--- src/pcr_cfg.svh ---
/*
 * Constants of the configuration header register bank: offsets, field positions,
 * reset values and fixed codes.
 * Assumes inclusion by bare name from the design module and the bench.
 */
// Contract
// - Header maps I/O, memory, power-capability words
// - EEPROM-sourced words reload after reset release
// - Identification word read-only, product/maker halves
// - Card-information word ignores configuration writes
// - Driver-space word: only bits 15-8 writable
// - Signature word hard-wired, read-only
// - Parity flag set on any parity error
// - System-error flag set when SERR driven
// - Master-abort flag set on master abort
// - Target-abort flag set on target abort
// - Device-select timing field reads 01
// - Data-parity flag: master, PERR, response enabled
// - Fast back-to-back flag reads one
// - Capabilities flag reads one
// - System-error enable drives SERR on address parity
// - Command/status resets to 0290 0000
// - Parity response disabled ignores parity errors; the parity flag (bit 31) is still set
// - Command bit 2 gates bus mastering
// - Command bit 1 gates memory decoding
// - Command bit 0 gates I/O decoding
`ifndef PCR_CFG_SVH
`define PCR_CFG_SVH

// ****************************************
// Offsets (byte addresses)
// ****************************************
`define PCR_OFF_IDENT    8'h00
`define PCR_OFF_CMDSTAT  8'h04
`define PCR_OFF_CLASS    8'h08
`define PCR_OFF_LATENCY  8'h0c
`define PCR_OFF_IOBASE   8'h10
`define PCR_OFF_MEMBASE  8'h14
`define PCR_OFF_CARDINFO 8'h28
`define PCR_OFF_SUBSYS   8'h2c
`define PCR_OFF_ROMBASE  8'h30
`define PCR_OFF_CAPPTR   8'h34
`define PCR_OFF_INTR     8'h3c
`define PCR_OFF_SCRATCH  8'h40
`define PCR_OFF_SIG      8'h80
`define PCR_OFF_PMCAP    8'hc0
`define PCR_OFF_POWER_CONTROL_STATUS    8'hc4

// ****************************************
// Fixed values
// ****************************************
`define PCR_CMDSTAT_RST  32'h0290_0000
`define PCR_CLASS_VAL    32'h0200_0011
`define PCR_SIG_VAL      32'h0000_5a5a
`define PCR_PMCAP_VAL    32'h0000_0001
`define PCR_DEVSEL_MED   2'h1
`define PCR_IOSPACE_BIT  1'h1
`define PCR_INT_PIN      8'h01

// ****************************************
// EEPROM word selectors
// ****************************************
`define PCR_EE_IDENT     2'h0
`define PCR_EE_CARDINFO  2'h1
`define PCR_EE_SUBSYS    2'h2
`define PCR_EE_INTTIME   2'h3

`endif

--- src/pcr_pkg.sv ---
/*
 * Types of the configuration header register bank.
 * Assumes pcr_cfg.svh sits in the same folder.
 */
package pcr_pkg;

    typedef struct packed {
        logic        sel;
        logic        wr;
        logic [7:0]  addr;
        logic [3:0]  be;
        logic [31:0] wdata;
    } pcr_cfg_req_t;

    typedef struct packed {
        logic        valid;
        logic [1:0]  idx;
        logic [31:0] data;
    } pcr_ee_word_t;

    typedef struct packed {
        logic parityErr;
        logic addrParityErr;
        logic masterAbort;
        logic targetAbort;
        logic perrSeen;
        logic isMaster;
    } pcr_bus_evt_t;

    typedef struct packed {
        logic        busMasterEn;
        logic        memDecodeEn;
        logic        ioDecodeEn;
        logic        parityRespEn;
        logic [23:0] ioBase;
        logic [21:0] memBase;
        logic [7:0]  latency;
    } pcr_ctrl_t;

    typedef enum logic [2:0] {
        PCR_LD_REQ  = 3'h1,
        PCR_LD_WAIT = 3'h2,
        PCR_LD_DONE = 3'h4
    } pcr_load_t;

    typedef struct packed {
        pcr_load_t   ld;
        logic        ack;
        logic [31:0] rdata;
        logic        serr;
        logic [31:0] ident;
        logic [31:0] cardInfo;
        logic [31:0] subsys;
        logic [15:0] intTime;
        logic        sysErrEn;
        logic        parRespEn;
        logic        masterEn;
        logic        memEn;
        logic        ioEn;
        logic        parErr;
        logic        sysErr;
        logic        mAbort;
        logic        tAbort;
        logic        dataPar;
        logic [15:0] latLine;
        logic [23:0] ioBase;
        logic [21:0] memBase;
        logic [20:0] romBase;
        logic        romEn;
        logic [7:0]  intLine;
        logic [7:0]  scratch;
        logic [1:0]  pwrState;
    } pcr_state_t;

endpackage : pcr_pkg

--- src/pcr_cfg_regs.sv ---
/*
 * Configuration header register bank of a PCI Ethernet controller: address map,
 * EEPROM-loaded words, command/status with error capture, decode enables.
 * Assumes config cycles, bus events and the EEPROM engine all run on core_clk.
 */
`timescale 1ns/1ps
`default_nettype none
`include "pcr_cfg.svh"

module pcr_cfg_regs import pcr_pkg::*; (
    // Clock and reset
    input  wire logic         core_clk,
    input  wire logic         rst,
    // Configuration cycles
    input  wire pcr_cfg_req_t cfgReq,
    output logic              cfgAck,
    output logic [31:0]       cfgRdata,
    // EEPROM autoload engine
    output logic              eeLoadReq,
    input  wire pcr_ee_word_t eeWord,
    input  wire logic         eeLoadDone,
    // PCI bus logic
    input  wire pcr_bus_evt_t busEvt,
    output logic              serrOut,
    output pcr_ctrl_t         ctrl
);

    pcr_state_t st_ff;
    pcr_state_t nxt_st;

    // ****************************************
    // Helpers
    // ****************************************
    function automatic logic [31:0] beMerge(input logic [31:0] oldV,
                                            input logic [31:0] newV,
                                            input logic [3:0]  be);
        logic [31:0] m;
        m = {{8{be[3]}}, {8{be[2]}}, {8{be[1]}}, {8{be[0]}}};
        return (oldV & ~m) | (newV & m);
    endfunction : beMerge

    logic [7:0]  wordAddr;
    logic        wrHit;
    logic        rdHit;
    logic [31:0] cmdStat;
    logic [31:0] rdMux;
    logic [31:0] wv;
    logic [31:0] clr;
    logic [31:0] mrg;

    assign wordAddr = {cfgReq.addr[7:2], 2'h0};
    assign wrHit    = cfgReq.sel & cfgReq.wr;
    assign rdHit    = cfgReq.sel & ~cfgReq.wr;

    // Fixed bits of status come from constants, never from state
    assign cmdStat = {st_ff.parErr, st_ff.sysErr, st_ff.mAbort, st_ff.tAbort,
                      1'h0, `PCR_DEVSEL_MED,
                      st_ff.dataPar, 1'h1, 2'h0, 1'h1,
                      11'h0, st_ff.sysErrEn, 1'h0, st_ff.parRespEn, 3'h0,
                      st_ff.masterEn, st_ff.memEn, st_ff.ioEn};

    // ****************************************
    // Read multiplexer
    // ****************************************
    always_comb begin
        if (wordAddr == `PCR_OFF_IDENT) begin
            rdMux = st_ff.ident;
        end else if (wordAddr == `PCR_OFF_CMDSTAT) begin
            rdMux = cmdStat;
        end else if (wordAddr == `PCR_OFF_CLASS) begin
            rdMux = `PCR_CLASS_VAL;
        end else if (wordAddr == `PCR_OFF_LATENCY) begin
            rdMux = {16'h0, st_ff.latLine};
        end else if (wordAddr == `PCR_OFF_IOBASE) begin
            rdMux = {st_ff.ioBase, 7'h0, `PCR_IOSPACE_BIT};
        end else if (wordAddr == `PCR_OFF_MEMBASE) begin
            rdMux = {st_ff.memBase, 10'h0};
        end else if (wordAddr == `PCR_OFF_CARDINFO) begin
            rdMux = st_ff.cardInfo;
        end else if (wordAddr == `PCR_OFF_SUBSYS) begin
            rdMux = st_ff.subsys;
        end else if (wordAddr == `PCR_OFF_ROMBASE) begin
            rdMux = {st_ff.romBase, 10'h0, st_ff.romEn};
        end else if (wordAddr == `PCR_OFF_CAPPTR) begin
            rdMux = {24'h0, `PCR_OFF_PMCAP};
        end else if (wordAddr == `PCR_OFF_INTR) begin
            rdMux = {st_ff.intTime, `PCR_INT_PIN, st_ff.intLine};
        end else if (wordAddr == `PCR_OFF_SCRATCH) begin
            rdMux = {16'h0, st_ff.scratch, 8'h0};
        end else if (wordAddr == `PCR_OFF_SIG) begin
            rdMux = `PCR_SIG_VAL;
        end else if (wordAddr == `PCR_OFF_PMCAP) begin
            rdMux = `PCR_PMCAP_VAL;
        end else if (wordAddr == `PCR_OFF_POWER_CONTROL_STATUS) begin
            rdMux = {30'h0, st_ff.pwrState};
        end else begin
            rdMux = 32'h0;
        end
    end

    // ****************************************
    // Next state
    // ****************************************
    always_comb begin
        nxt_st       = st_ff;
        wv           = beMerge(32'h0, cfgReq.wdata, cfgReq.be);
        clr          = 32'h0;
        mrg          = 32'h0;
        nxt_st.ack   = cfgReq.sel;
        nxt_st.rdata = rdHit ? rdMux : st_ff.rdata;

        // Reload sequence starts at every reset release
        case (st_ff.ld)
            PCR_LD_REQ: begin
                nxt_st.ld = PCR_LD_WAIT;
            end
            PCR_LD_WAIT: begin
                if (eeWord.valid) begin
                    if (eeWord.idx == `PCR_EE_IDENT) begin
                        nxt_st.ident = eeWord.data;
                    end else if (eeWord.idx == `PCR_EE_CARDINFO) begin
                        nxt_st.cardInfo = eeWord.data;
                    end else if (eeWord.idx == `PCR_EE_SUBSYS) begin
                        nxt_st.subsys = eeWord.data;
                    end else begin
                        nxt_st.intTime = eeWord.data[15:0];
                    end
                end
                if (eeLoadDone) begin
                    nxt_st.ld = PCR_LD_DONE;
                end
            end
            default: begin
                nxt_st.ld = PCR_LD_DONE;
            end
        endcase

        // Identification, card-info, subsystem and signature take no writes
        if (wrHit) begin
            if (wordAddr == `PCR_OFF_CMDSTAT) begin
                nxt_st.ioEn      = cfgReq.be[0] ? cfgReq.wdata[0] : st_ff.ioEn;
                nxt_st.memEn     = cfgReq.be[0] ? cfgReq.wdata[1] : st_ff.memEn;
                nxt_st.masterEn  = cfgReq.be[0] ? cfgReq.wdata[2] : st_ff.masterEn;
                nxt_st.parRespEn = cfgReq.be[0] ? cfgReq.wdata[6] : st_ff.parRespEn;
                nxt_st.sysErrEn  = cfgReq.be[1] ? cfgReq.wdata[8] : st_ff.sysErrEn;
                clr              = wv;
            end else if (wordAddr == `PCR_OFF_LATENCY) begin
                // Merged word lands in mrg, then only the writable field is kept
                mrg            = beMerge({16'h0, st_ff.latLine}, cfgReq.wdata, cfgReq.be);
                nxt_st.latLine = mrg[15:0];
            end else if (wordAddr == `PCR_OFF_IOBASE) begin
                // Low byte holds the fixed space indicator, so that lane is dropped
                mrg           = beMerge({st_ff.ioBase, 8'h0}, cfgReq.wdata, cfgReq.be);
                nxt_st.ioBase = mrg[31:8];
            end else if (wordAddr == `PCR_OFF_MEMBASE) begin
                mrg            = beMerge({st_ff.memBase, 10'h0}, cfgReq.wdata, cfgReq.be);
                nxt_st.memBase = mrg[31:10];
            end else if (wordAddr == `PCR_OFF_ROMBASE) begin
                mrg            = beMerge({st_ff.romBase, 11'h0}, cfgReq.wdata, cfgReq.be);
                nxt_st.romBase = mrg[31:11];
                nxt_st.romEn   = cfgReq.be[0] ? cfgReq.wdata[0] : st_ff.romEn;
            end else if (wordAddr == `PCR_OFF_INTR) begin
                nxt_st.intLine = cfgReq.be[0] ? cfgReq.wdata[7:0] : st_ff.intLine;
            end else if (wordAddr == `PCR_OFF_SCRATCH) begin
                nxt_st.scratch = cfgReq.be[1] ? cfgReq.wdata[15:8] : st_ff.scratch;
            end else if (wordAddr == `PCR_OFF_POWER_CONTROL_STATUS) begin
                nxt_st.pwrState = cfgReq.be[0] ? cfgReq.wdata[1:0] : st_ff.pwrState;
            end
        end

        // Address parity reaches SERR only with both enables on
        nxt_st.serr = busEvt.addrParityErr & st_ff.sysErrEn & st_ff.parRespEn;

        // A new error event wins over a clear in the same cycle
        nxt_st.parErr  = busEvt.parityErr | busEvt.addrParityErr | (st_ff.parErr & ~clr[31]);
        nxt_st.sysErr  = st_ff.serr | (st_ff.sysErr & ~clr[30]);
        nxt_st.mAbort  = busEvt.masterAbort | (st_ff.mAbort & ~clr[29]);
        nxt_st.tAbort  = busEvt.targetAbort | (st_ff.tAbort & ~clr[28]);
        nxt_st.dataPar = (busEvt.perrSeen & busEvt.isMaster & st_ff.parRespEn)
                         | (st_ff.dataPar & ~clr[24]);
    end

    // ****************************************
    // State register
    // ****************************************
    always_ff @(posedge core_clk or posedge rst) begin
        if (rst) begin
            st_ff    <= '0;
            st_ff.ld <= PCR_LD_REQ;
        end else begin
            st_ff <= nxt_st;
        end
    end

    // ****************************************
    // Outputs
    // ****************************************
    assign cfgAck             = st_ff.ack;
    assign cfgRdata           = st_ff.rdata;
    assign eeLoadReq          = (st_ff.ld == PCR_LD_REQ);
    assign serrOut            = st_ff.serr;
    assign ctrl.busMasterEn   = st_ff.masterEn;
    assign ctrl.memDecodeEn   = st_ff.memEn;
    assign ctrl.ioDecodeEn    = st_ff.ioEn;
    assign ctrl.parityRespEn  = st_ff.parRespEn;
    assign ctrl.ioBase        = st_ff.ioBase;
    assign ctrl.memBase       = st_ff.memBase;
    assign ctrl.latency       = st_ff.latLine[15:8];
endmodule : pcr_cfg_regs
`default_nettype wire

--- config.mk ---
export PLATFORM = sky130hd
export DESIGN_NAME = pcr_cfg_regs
export DESIGN_NICKNAME = d
export VERILOG_FILES = /design/src/pcr_pkg.sv /design/src/pcr_cfg_regs.sv
export VERILOG_INCLUDE_DIRS = /design/src
export SDC_FILE = /design/constraint.sdc
export NUM_CORES = 1
export LEC_CHECK = 0
export BUFFER_PORTS_ARGS = -buffer_cell sky130_fd_sc_hd__buf_4
export CAP_MARGIN = 40
export CORE_MARGIN = 2
export CORE_UTILIZATION = 52
export CTS_CLUSTER_SIZE = 14
export DETAILED_ROUTE_END_ITERATION = 8
export GPL_TIMING_DRIVEN = 0
export HOLD_SLACK_MARGIN = 0.06
export PLACE_DENSITY = 0.79
export SLEW_MARGIN = 10
export SYNTH_ARGS = -nofsm -noshare
export SYNTH_HDL_FRONTEND = slang
export SYNTH_SLANG_ARGS = --single-unit
--- constraint.sdc ---
create_clock -name core_clk -period 7.8 [get_ports core_clk]
set_input_delay 0.78 -clock core_clk [delete_from_list [all_inputs] [get_ports core_clk]]
set_output_delay 0.78 -clock core_clk [all_outputs]
set_load 0.05 [all_outputs]
# --- After elaboration in Yosys (flattened, before gate mapping) ---
# Cells that the tools add are included.
# W data, S select, Z words.
op_classes:
  addsub: 0
  mul: 0
  n_div: 0
  magnitude_cmp: 0
  eq_ne: 19
  shift: 0
  n_mux: 19
  bitwise: 43
  n_reduce_logical: 16
ops:
  columns: ["cell", "n"]
  rows:
  - ["$mux W32", 13]
  - ["$and A32 B32 Y32", 4]
  - ["$or A32 B32 Y32", 3]
  - ["$not A32 Y32", 1]
  - ["$eq A6 B4 Y1 const B", 5]
  - ["$eq A6 B6 Y1 const B", 3]
  - ["$and A16 B16 Y16", 1]
  - ["$mux W16", 1]
  - ["$not A1 Y1", 16]
  - ["$or A16 B16 Y16", 1]
  - ["$mux W15", 1]
  - ["$reduce_and A5 Y1", 3]
  - ["$eq A6 B2 Y1 const B", 2]
  - ["$eq A6 B3 Y1 const B", 2]
  - ["$reduce_and A3 Y1", 4]
  - ["$and A1 B1 Y1", 11]
  - ["$reduce_and A10 Y1", 1]
  - ["$reduce_and A9 Y1", 1]
  - ["$logic_not A8 Y1", 1]
  - ["$reduce_and A4 Y1", 2]
  - ["$reduce_and A8 Y1", 1]
  - ["$reduce_and A7 Y1", 1]
  - ["$eq A6 B1 Y1 const B", 1]
  - ["$eq A6 B5 Y1 const B", 1]
  - ["other kinds (11)", 17]
totals:
  reg_bits: 261
  latch_bits: 0
  mem_bits_rw: 0
  rom_bits: 0
  inputBits: 90
  n_memories: 0

# --- Depth between registers and ports, before layout ---
# Gate-level depths: netlist of the first run.
logic_depth:
  ltp_word: 16
  depth_mapped: 8

# --- Worst setup path before layout of the first run ---
# Ideal clock, no wire load.
synth_path:
  path_kind: "in2reg"
  start: "input port cfgReq[38] (netlist bit)"
  end: "register st_ff[2] (netlist bit)"
  setup_time_ns: 0.125
  arrival_ns: 2.315
  required_time_ns: 7.675
  setup_slack_ns: 5.360
  stages: 6
  path_cell_list: "or4_1 buf_4 nor3b_4 and2b_1 buf_6 mux2_4"
synth_via:
  elab_chain_cells: 3
  elab_cells_between_ends: 14
  cone_classes: "eq/ne (7); bitwise (6); reduce/logical (1)"
synth_rtl:
  columns: ["item", "line_no", "source"]
  rows:
  - ["start: declaration", "pcr_cfg_regs.sv:15", "input wire pcr_cfg_req_t cfgReq,"]
  - ["$eq A6 B3 Y1 (no source line), or another cell as far along", null, null]
  - ["$not A1 Y1 (no source line)", null, null]
  - ["$reduce_and A9 Y1 (no source line) (*)", null, null]
  - ["end signal: assignment", "pcr_cfg_regs.sv:191", "st_ff <= nxt_st;"]
  - ["end: declaration", "pcr_cfg_regs.sv:28", "pcr_state_t st_ff;"]
# Mark *: on every way between the ends. The rest lies on a longest branch, timed or not.
# A chain may end at the register's enable or synchronous reset.

==> results of run 1 <==
==> Yosys cell counts (8+ instances only) <==
master,n
sky130_fd_sc_hd__a22oi_1,30
sky130_fd_sc_hd__buf_4,96
sky130_fd_sc_hd__a221oi_1,15
sky130_fd_sc_hd__o21ai_0,30
sky130_fd_sc_hd__a31oi_1,9
sky130_fd_sc_hd__mux2_2,210
sky130_fd_sc_hd__and3_1,11
sky130_fd_sc_hd__a222oi_1,8
sky130_fd_sc_hd__or3_1,8
sky130_fd_sc_hd__nor2_1,28
sky130_fd_sc_hd__clkbuf_1,19
sky130_fd_sc_hd__buf_2,13
sky130_fd_sc_hd__dfrtp_1,260
sky130_fd_sc_hd__nand3_1,8
sky130_fd_sc_hd__mux2_4,8
sky130_fd_sc_hd__a21oi_1,37
sky130_fd_sc_hd__nand2b_1,10
sky130_fd_sc_hd__nand2_1,44
==> power by group <==
group          leakage, uW  switching, uW  internal (uW)
clock network     0.000465            552            840
registers          0.00354           44.7           1410
logic              0.00357            247            167
total              0.00758            843           2420
==> cells by family (layout without fill, tap and decap cells) <==
| kind of cell | after synthesis | in the layout | share of synthesized area |
|---|---|---|---|
| buf+inv | 140 | 379 | 0.07467 |
| other cells | 1 | 1 | 0.0003028 |
| flops | 261 | 261 | 0.5275 |
| mux | 222 | 222 | 0.2040 |
| compound gates | 189 | 189 | 0.1065 |
| fa+ha+maj | 3 | 3 | 0.003032 |
| simple gates | 172 | 172 | 0.08397 |
==> layout make-up <==
cell class | count | area, um2 | share of cell area
clock inverters | 15 | 211.5 | 0.01387
flip-flops and latches | 261 | 6533 | 0.4284
repair buffers | 189 | 1504 | 0.09864
clock buffers | 35 | 745.7 | 0.04891
well taps | 319 | 399.1 | 0.02618
inverters | 5 | 22.52 | 0.001477
multi-input cells | 587 | 4926 | 0.3231
plain buffers | 135 | 905.9 | 0.05941
==> metrics by stage <==
| step | cells | instance area, um2 | utilization |
|---|---|---|---|
| 2_1_floorplan | 988 | 12390 | - |
| 3_3_place_gp | 1487 | 14140 | 0.6041 |
| 3_5_place_dp | 1496 | 14290 | 0.6106 |
| 4_1_cts | 1546 | 15250 | 0.6515 |
| 5_1_grt | 1546 | 15250 | 0.6515 |
| 6_report | 1546 | 15250 | 0.6515 |
==> path summary, 6_finish.rpt <==
path,endpoint,slack [ns],cells after the start
worst max-delay path,register,5.08,6
max in group asynchronous,st_ff[258],6.51,4
worst min-delay path,cfgRdata[9],0.33,2
min in group core_clk,cmdStat[29],0.41,2
worst min register to register,cmdStat[28],0.48,1
worst max register to register,st_ff[129],5.39,5
==> worst reg2reg max path, stage by stage (launching register included) <==
cell,delay (ns)
sky130_fd_sc_hd__dfrtp_1,0.39
sky130_fd_sc_hd__and4bb_2,0.37
sky130_fd_sc_hd__nand2b_1,0.09
sky130_fd_sc_hd__nor3b_1,0.58
sky130_fd_sc_hd__buf_2,0.45
sky130_fd_sc_hd__mux2_2,0.41
==> cell usage in the layout, fill, tap and decap left out, types with 5 or more instances in the layout <==
cell                        Yosys  routed
sky130_fd_sc_hd__a21oi_1       37      37
sky130_fd_sc_hd__nor2b_1        5       5
sky130_fd_sc_hd__o221ai_1       6       6
sky130_fd_sc_hd__buf_2         13      14
sky130_fd_sc_hd__a31oi_1        9       9
sky130_fd_sc_hd__nand3_1        8       8
sky130_fd_sc_hd__a221oi_1      15      15
sky130_fd_sc_hd__or3_1          8       8
sky130_fd_sc_hd__nand2_1       44      44
sky130_fd_sc_hd__o22ai_1        7       7
sky130_fd_sc_hd__dfrtp_1      260     260
sky130_fd_sc_hd__o21a_1         7       7
sky130_fd_sc_hd__nor2_1        28      28
sky130_fd_sc_hd__and2_1         5       5
sky130_fd_sc_hd__o21ai_0       30      30
sky130_fd_sc_hd__clkinv_2       0       6
sky130_fd_sc_hd__buf_4         96     277
sky130_fd_sc_hd__a22oi_1       30      30
sky130_fd_sc_hd__mux2_4         8       8
sky130_fd_sc_hd__a222oi_1       8       8
sky130_fd_sc_hd__nand2b_1      10      10
sky130_fd_sc_hd__and3_1        11      11
sky130_fd_sc_hd__buf_12         0       7
sky130_fd_sc_hd__mux2_2       210     210
sky130_fd_sc_hd__clkbuf_16      0      27
sky130_fd_sc_hd__bufinv_16      0       5
sky130_fd_sc_hd__clkbuf_1      19      23
sky130_fd_sc_hd__a21boi_0       5       5
sky130_fd_sc_hd__a21o_1         5       5
sky130_fd_sc_hd__nor2_2         6       6
==> per-layer routing <==
metal,vias up,wire [um],track usage
li1,3988,-,-
met1,4718,14740,0.3988
met2,525,17560,0.4863
met3,106,3361,0.05525
met4,0,1644,0.1313
met5,-,0,0
==> impl_summary.txt, run 1 <==
----------------------------------------------------
[Routing]
  DRC violations left ... 0
  Total wire length ... 37310 um
  Pre-antenna DRT Iters ... 7
  DRT iter0 DRCs ... 963
  Average via count per standard cell ... 6.039
  Routed length per placed instance ... 24.13 um
  Total number of vias ... about 9300
  Routed Antenna Nets ... 0

[CTS]
  Clock root buffer ... sky130_fd_sc_hd__clkbuf_16
  Clock-pin transition on the worst setup and hold timing paths ... 0.07 ns
  H-tree depth ... 1
  Hold bufs inserted after CTS ... 0
  Clock net sink count ... 261
  Post-cts repair resize count ... 0
  TritonCTS clock tree ... done
  Insertion delay to the later sink of the worst-skew pair ... 0.55 ns
  CTS buffer count ... 27
  Count of buffers added by post-CTS timing repair for setup ... 0
  Clock Tree Buf Depth ... 3

[Layout]
  Layout net count ... 1299
  Fill cell total of the finished layout ... between 1500 and 2000
  Fraction of final layout cells sized beyond drive strength 1 ... 0.4857
  Antenna cell count ... 0
  Post-synthesis to final-layout area growth ... 23.13%

[Yosys]
  Post-synth top area cell ... sky130_fd_sc_hd__dfrtp_1
  Post-synthesis sequential area ratio ... 0.5275
  Most area-consuming cells after synthesis ... sky130_fd_sc_hd__dfrtp_1, sky130_fd_sc_hd__mux2_2, sky130_fd_sc_hd__buf_4
  Main flop type after synthesis ... sky130_fd_sc_hd__dfrtp_1
  Count of flip-flops with a built-in enable after synthesis ... 0
  Synth async-reset ratio ... 1.000
  Proportion of netlist area held by the largest area contributor ... 0.5254
  Warnings, synthesis ... 0
  Post-synthesis sequential element count ... 261
  Avg Inst Size Synth ... 12.53 um2
  Unique cell type count in the Yosys netlist ... 75
  Gate Count Post-Synth ... between 900 and 1000
  Net Count, Synth ... 1081
  Cell area after synthesis ... 12380 um2

[Floorplan]
  Floorplan Core Area ... 23400 um2
  Cell Rows ... 56
  Die X ... 158.3 um
  Initial core utilization ... 0.5291
  Number of placed I/O pins ... between 150 and 200
  Die outline area ... 25060 um2
  Die H ... 158.3 um

[Timing]
  Worst-case headroom to the max-slew limit ... 0.3926
  Worst Tran Pin Value ... 0.9028 ns
  Fmax ... 367.5 MHz
  Smallest setup slack after layout ... 5.079 ns
  Count of final hold-check violations ... 0
  Number of setup violations in the final report ... 0
  Accumulated negative setup slack ... 0 ns
  Final worst clock skew ... roughly 0.014 ns
  Worst hold margin ... between 0.3 and 0.4 ns
  Setup repair after global routing missed its margin ... false
  Tmin final ... 2.721 ns
  Final Cycle Share ... 0.3489
  Slew Viols, Final ... 0

[Critical path]
  Cell-by-cell listing of the critical path ... buf_4 -> nor2_1 -> nand2_1 -> nor3_2 -> nand2_1 -> mux2_2
  Worst Setup Start Kind ... input port
  Maximum net fanout on the critical path ... 8
  Required arrival time at the worst endpoint ... 8.23 ns
  Launch point of the worst reg-to-reg path ... st_ff[260]
  Start point of the critical path ... cfgReq[38]
  Most used cell along the critical path ... sky130_fd_sc_hd__nand2_1
  Type of the setup path with the least slack ... input port to register
  Endpoint kind of the worst setup timing path ... register
  Critical path's top delay family ... simple AND/OR/NAND/NOR gates
  Count of buffering cells on the critical path with inverters included ... 1
  Worst Path Arrival ... 3.15 ns
  Delay of the slowest critical-path stage ... about 0.52 ns
  Slowest library cell on the worst path ... sky130_fd_sc_hd__nor2_1

[Placed design]
  Post-DP HPWL ... between 20000 and 30000 um
  Final estimated routing congestion in global placement ... 0.9360
  Worst setup slack after placement ... 4.682 ns
  PortBufs ... 180

[GRT]
  Global routing usage summed across all routing layers ... 0.3004
  Initial antenna violation count ... 0
  Via count of the first global-routing pass ... 9340
  Largest net degree at the start of global routing ... 40
  Congestion Overflow GR ... 0
  First-pass GRT wire length ... 55720 um

[Job]
  Number of maximum-capacitance violations ... 0

[Hold path]
  Classification of the worst-slack hold path ... input port to asynchronous set/reset pin

[Power and ir drop]
  Pwr Density ... between 200 and 250 nW/um2
  Worst ir drop on vdd ... 0.0001965 V
  Total design power ... approximately 3300 uW
  Leakage power of the design ... 0.007576 uW

[Status]
  Outcome ... completed

----------------------------------------------------
Power figures use the tool's default switching activity.
==> inputs of run 2 (changes only) <==
CORE_UTILIZATION = 55   (was 52)
clock period = 2.71 ns   (was 7.8 ns; I/O delays follow)
==> run 2 against run 1 <==
Register-to-register slack got worse by 5.0 ns. Die area fell by 5.3%. Global-route usage up 1.7 points. Combinational power increased to 3.1 times the previous value. Setup slack lost 4.9 ns. Clock power increased to 2.5 times the previous value. First-iteration DRC count shrank 10%. Largest cell class unchanged. Largest power group unchanged. Highest routed layer unchanged.
==> impl_summary.txt, run 2 (synthesis gave the netlist of run 1 again) <==
----------------------------------------------------
[Status]
  Outcome ... completed

[Critical path]
  Reg-to-reg critical path endpoint ... st_ff[118]
  Maximum net fanout on the critical path ... 10
  Cell count of the worst reg-to-reg path ... 5
  Launch point of the worst reg-to-reg path ... st_ff[260]
  Worst Path Arrival ... 2.94 ns
  Required arrival time at the worst endpoint ... 3.16 ns
  Start point of the critical path ... cfgReq[45]
  Endpoint kind of the worst setup timing path ... register
  Critical path endpoint ... cfgRdata[4]
  Worst Setup Start Kind ... input port
  Type of the setup path with the least slack ... input port to register
  Reg-to-reg setup timing slack ... 0.35 ns

[Hold path]
  Classification of the worst-slack hold path ... input port to register
  Worst Hold Path Cells ... 3

[Floorplan]
  Cell Rows ... 54
  Initial core utilization ... 0.5639
  Floorplan Core Area ... 21960 um2
  Die H ... about 150 um
  Number of placed I/O pins ... 183
  Die X ... 154.1 um
  Die outline area ... 23730 um2

[Power and ir drop]
  Leakage power of the design ... between 0.007 and 0.008 uW
  Pwr Density ... 568.7 nW/um2
  Worst ir drop on vdd ... 0.0005019 V

[Layout]
  Most frequent standard cell in the layout excluding fill and tap cells ... sky130_fd_sc_hd__buf_4
  Final Non-Filler Cells ... 1584
  Leading cell types in the layout, fill and taps excluded ... sky130_fd_sc_hd__buf_4, sky130_fd_sc_hd__dfrtp_1, sky130_fd_sc_hd__mux2_2
  Fraction of final layout cells sized beyond drive strength 1 ... 0.4555
  Layout net count ... around 1400
  Antenna cell count ... 0
  Final Cell Area ... 15840 um2
  Post-synthesis to final-layout area growth ... 27.91%

[Timing]
  Tmin final ... between 2 and 2.5 ns
  Number of setup violations in the final report ... 0
  Final Cycle Share ... 0.9212
  Accumulated negative setup slack ... 0 ns
  Count of final hold-check violations ... 0
  Fmax ... roughly 400 MHz
  Worst-case headroom to the max-slew limit ... 0.4224
  Final worst clock skew ... roughly 0.023 ns
  Worst Tran Pin Value ... 0.8664 ns
  Slew Viols, Final ... 0
  Setup repair after global routing missed its margin ... false

[Placed design]
  Final estimated routing congestion in global placement ... 0.9379
  Post-place instance area ... 14250 um2
  DP Cell Count ... between 1000 and 1500
  Post-DP HPWL ... ~26000 um
  PortBufs ... 180

[Routing]
  Total wire length ... 37530 um
  DRC violations left ... 0
  Pre-antenna DRT Iters ... 5
  Routed Antenna Nets ... 0
  DRT iter0 DRCs ... about 860
  Average via count per standard cell ... 6.135
  Routed length per placed instance ... 23.69 um
  Total number of vias ... 9718

[CTS]
  Clock net sink count ... 261
  H-tree depth ... 1
  Clock Tree Buf Depth ... 3
  Count of buffers added by post-CTS timing repair for setup ... 0
  Clock root buffer ... sky130_fd_sc_hd__clkbuf_16
  Insertion delay to the later sink of the worst-skew pair ... 0.55 ns
  CTS buffer count ... 27
  Clock-pin transition on the worst setup and hold timing paths ... approximately 0.06 ns
  TritonCTS clock tree ... done

[GRT]
  Congestion Overflow GR ... 0
  Global routing usage summed across all routing layers ... 0.3174
  Via count of the first global-routing pass ... 9821
  Largest net degree at the start of global routing ... 40
  First-pass GRT wire length ... about 57000 um
  Initial antenna violation count ... 0

[Job]
  Number of maximum-capacitance violations ... 0

----------------------------------------------------
run 2: changes by cell type in the layout (fill, tap and decap cells not counted), sizes merged:
cell,delta
clkinv,+1
clkbuf,+2
dlygate4sd3,+75
clkinvlp,+1
bufinv,-4
buf,+2
run 2: layout make-up:
cell class	count	area, um2
Clock buffer	37	733.2
Timing Repair Buffer	266	2263
Multi-Input combinational cell	587	4926
Buffer	135	907.1
Tap cell	280	350.3
Inverter	5	22.52
Clock inverter	13	103.9
Fill cell	1476	6120
Sequential cell	261	6533
run 2: power breakdown:
group / total (uW) / leakage, uW / internal [uW] / switching (uW)
logic: 1290 / 0.00388 / 554 / 733
registers: 4180 / 0.00354 / 4050 / 122
clock network: 3540 / 0.000403 / 2000 / 1550
run 2: layer usage:
layer	up-vias	part of all wire	GRT usage
met5	-	0	0
met4	0	0.046	0.1602
met3	108	0.096	0.05637
met2	588	0.47	0.5014
met1	4884	0.39	0.4248
li1	4138	-	-
run 2: worst min-delay path by stage:
| stage | slack (ns) | start | end |
|---|---|---|---|
| 2_1_floorplan | 0.30 | cfgReq[45] | cfgAck |
| 3_3_place_gp | 0.46 | busEvt[3] | cmdStat[29] |
| 3_5_place_dp | 0.46 | cfgReq[45] | cfgAck |
| 4_1_cts | 0.06 | eeLoadDone | st_ff[260] |
| 5_1_grt | 0.07 | eeLoadDone | st_ff[260] |
| 6_report | 0.06 | eeLoadDone | st_ff[260] |
run 2: stage by stage:
step	utilization	hold slack (ns)	setup slack, ns	total power [uW]
finish	0.7213	0.06375	0.2136	9007
global route	0.7213	0.06632	0.2031	9287
CTS	0.7213	0.06074	0.1110	9006
detailed placement	0.6489	0.4565	0.03902	5428
global placement	0.6416	0.4576	-2.494	5381
floorplan	-	0.3024	-1.002	4966
run 2: worst max-delay path, cell delays in order:
cell	delay, ns
sky130_fd_sc_hd__dlygate4sd3_1	0.53
sky130_fd_sc_hd__buf_4	0.16
sky130_fd_sc_hd__nor2b_1	0.17
sky130_fd_sc_hd__clkbuf_1	0.48
sky130_fd_sc_hd__clkbuf_1	0.62
sky130_fd_sc_hd__clkbuf_2	0.44
sky130_fd_sc_hd__nor2_1	0.10
sky130_fd_sc_hd__a31oi_1	0.16
run 2: repair_timing:
action / in CTS / in global routing
hold buffers: 75 / 0
endpoints found under the setup margin: 0 / 5
resized for setup: 0 / 2
hold endpoints to repair: 252 / 0
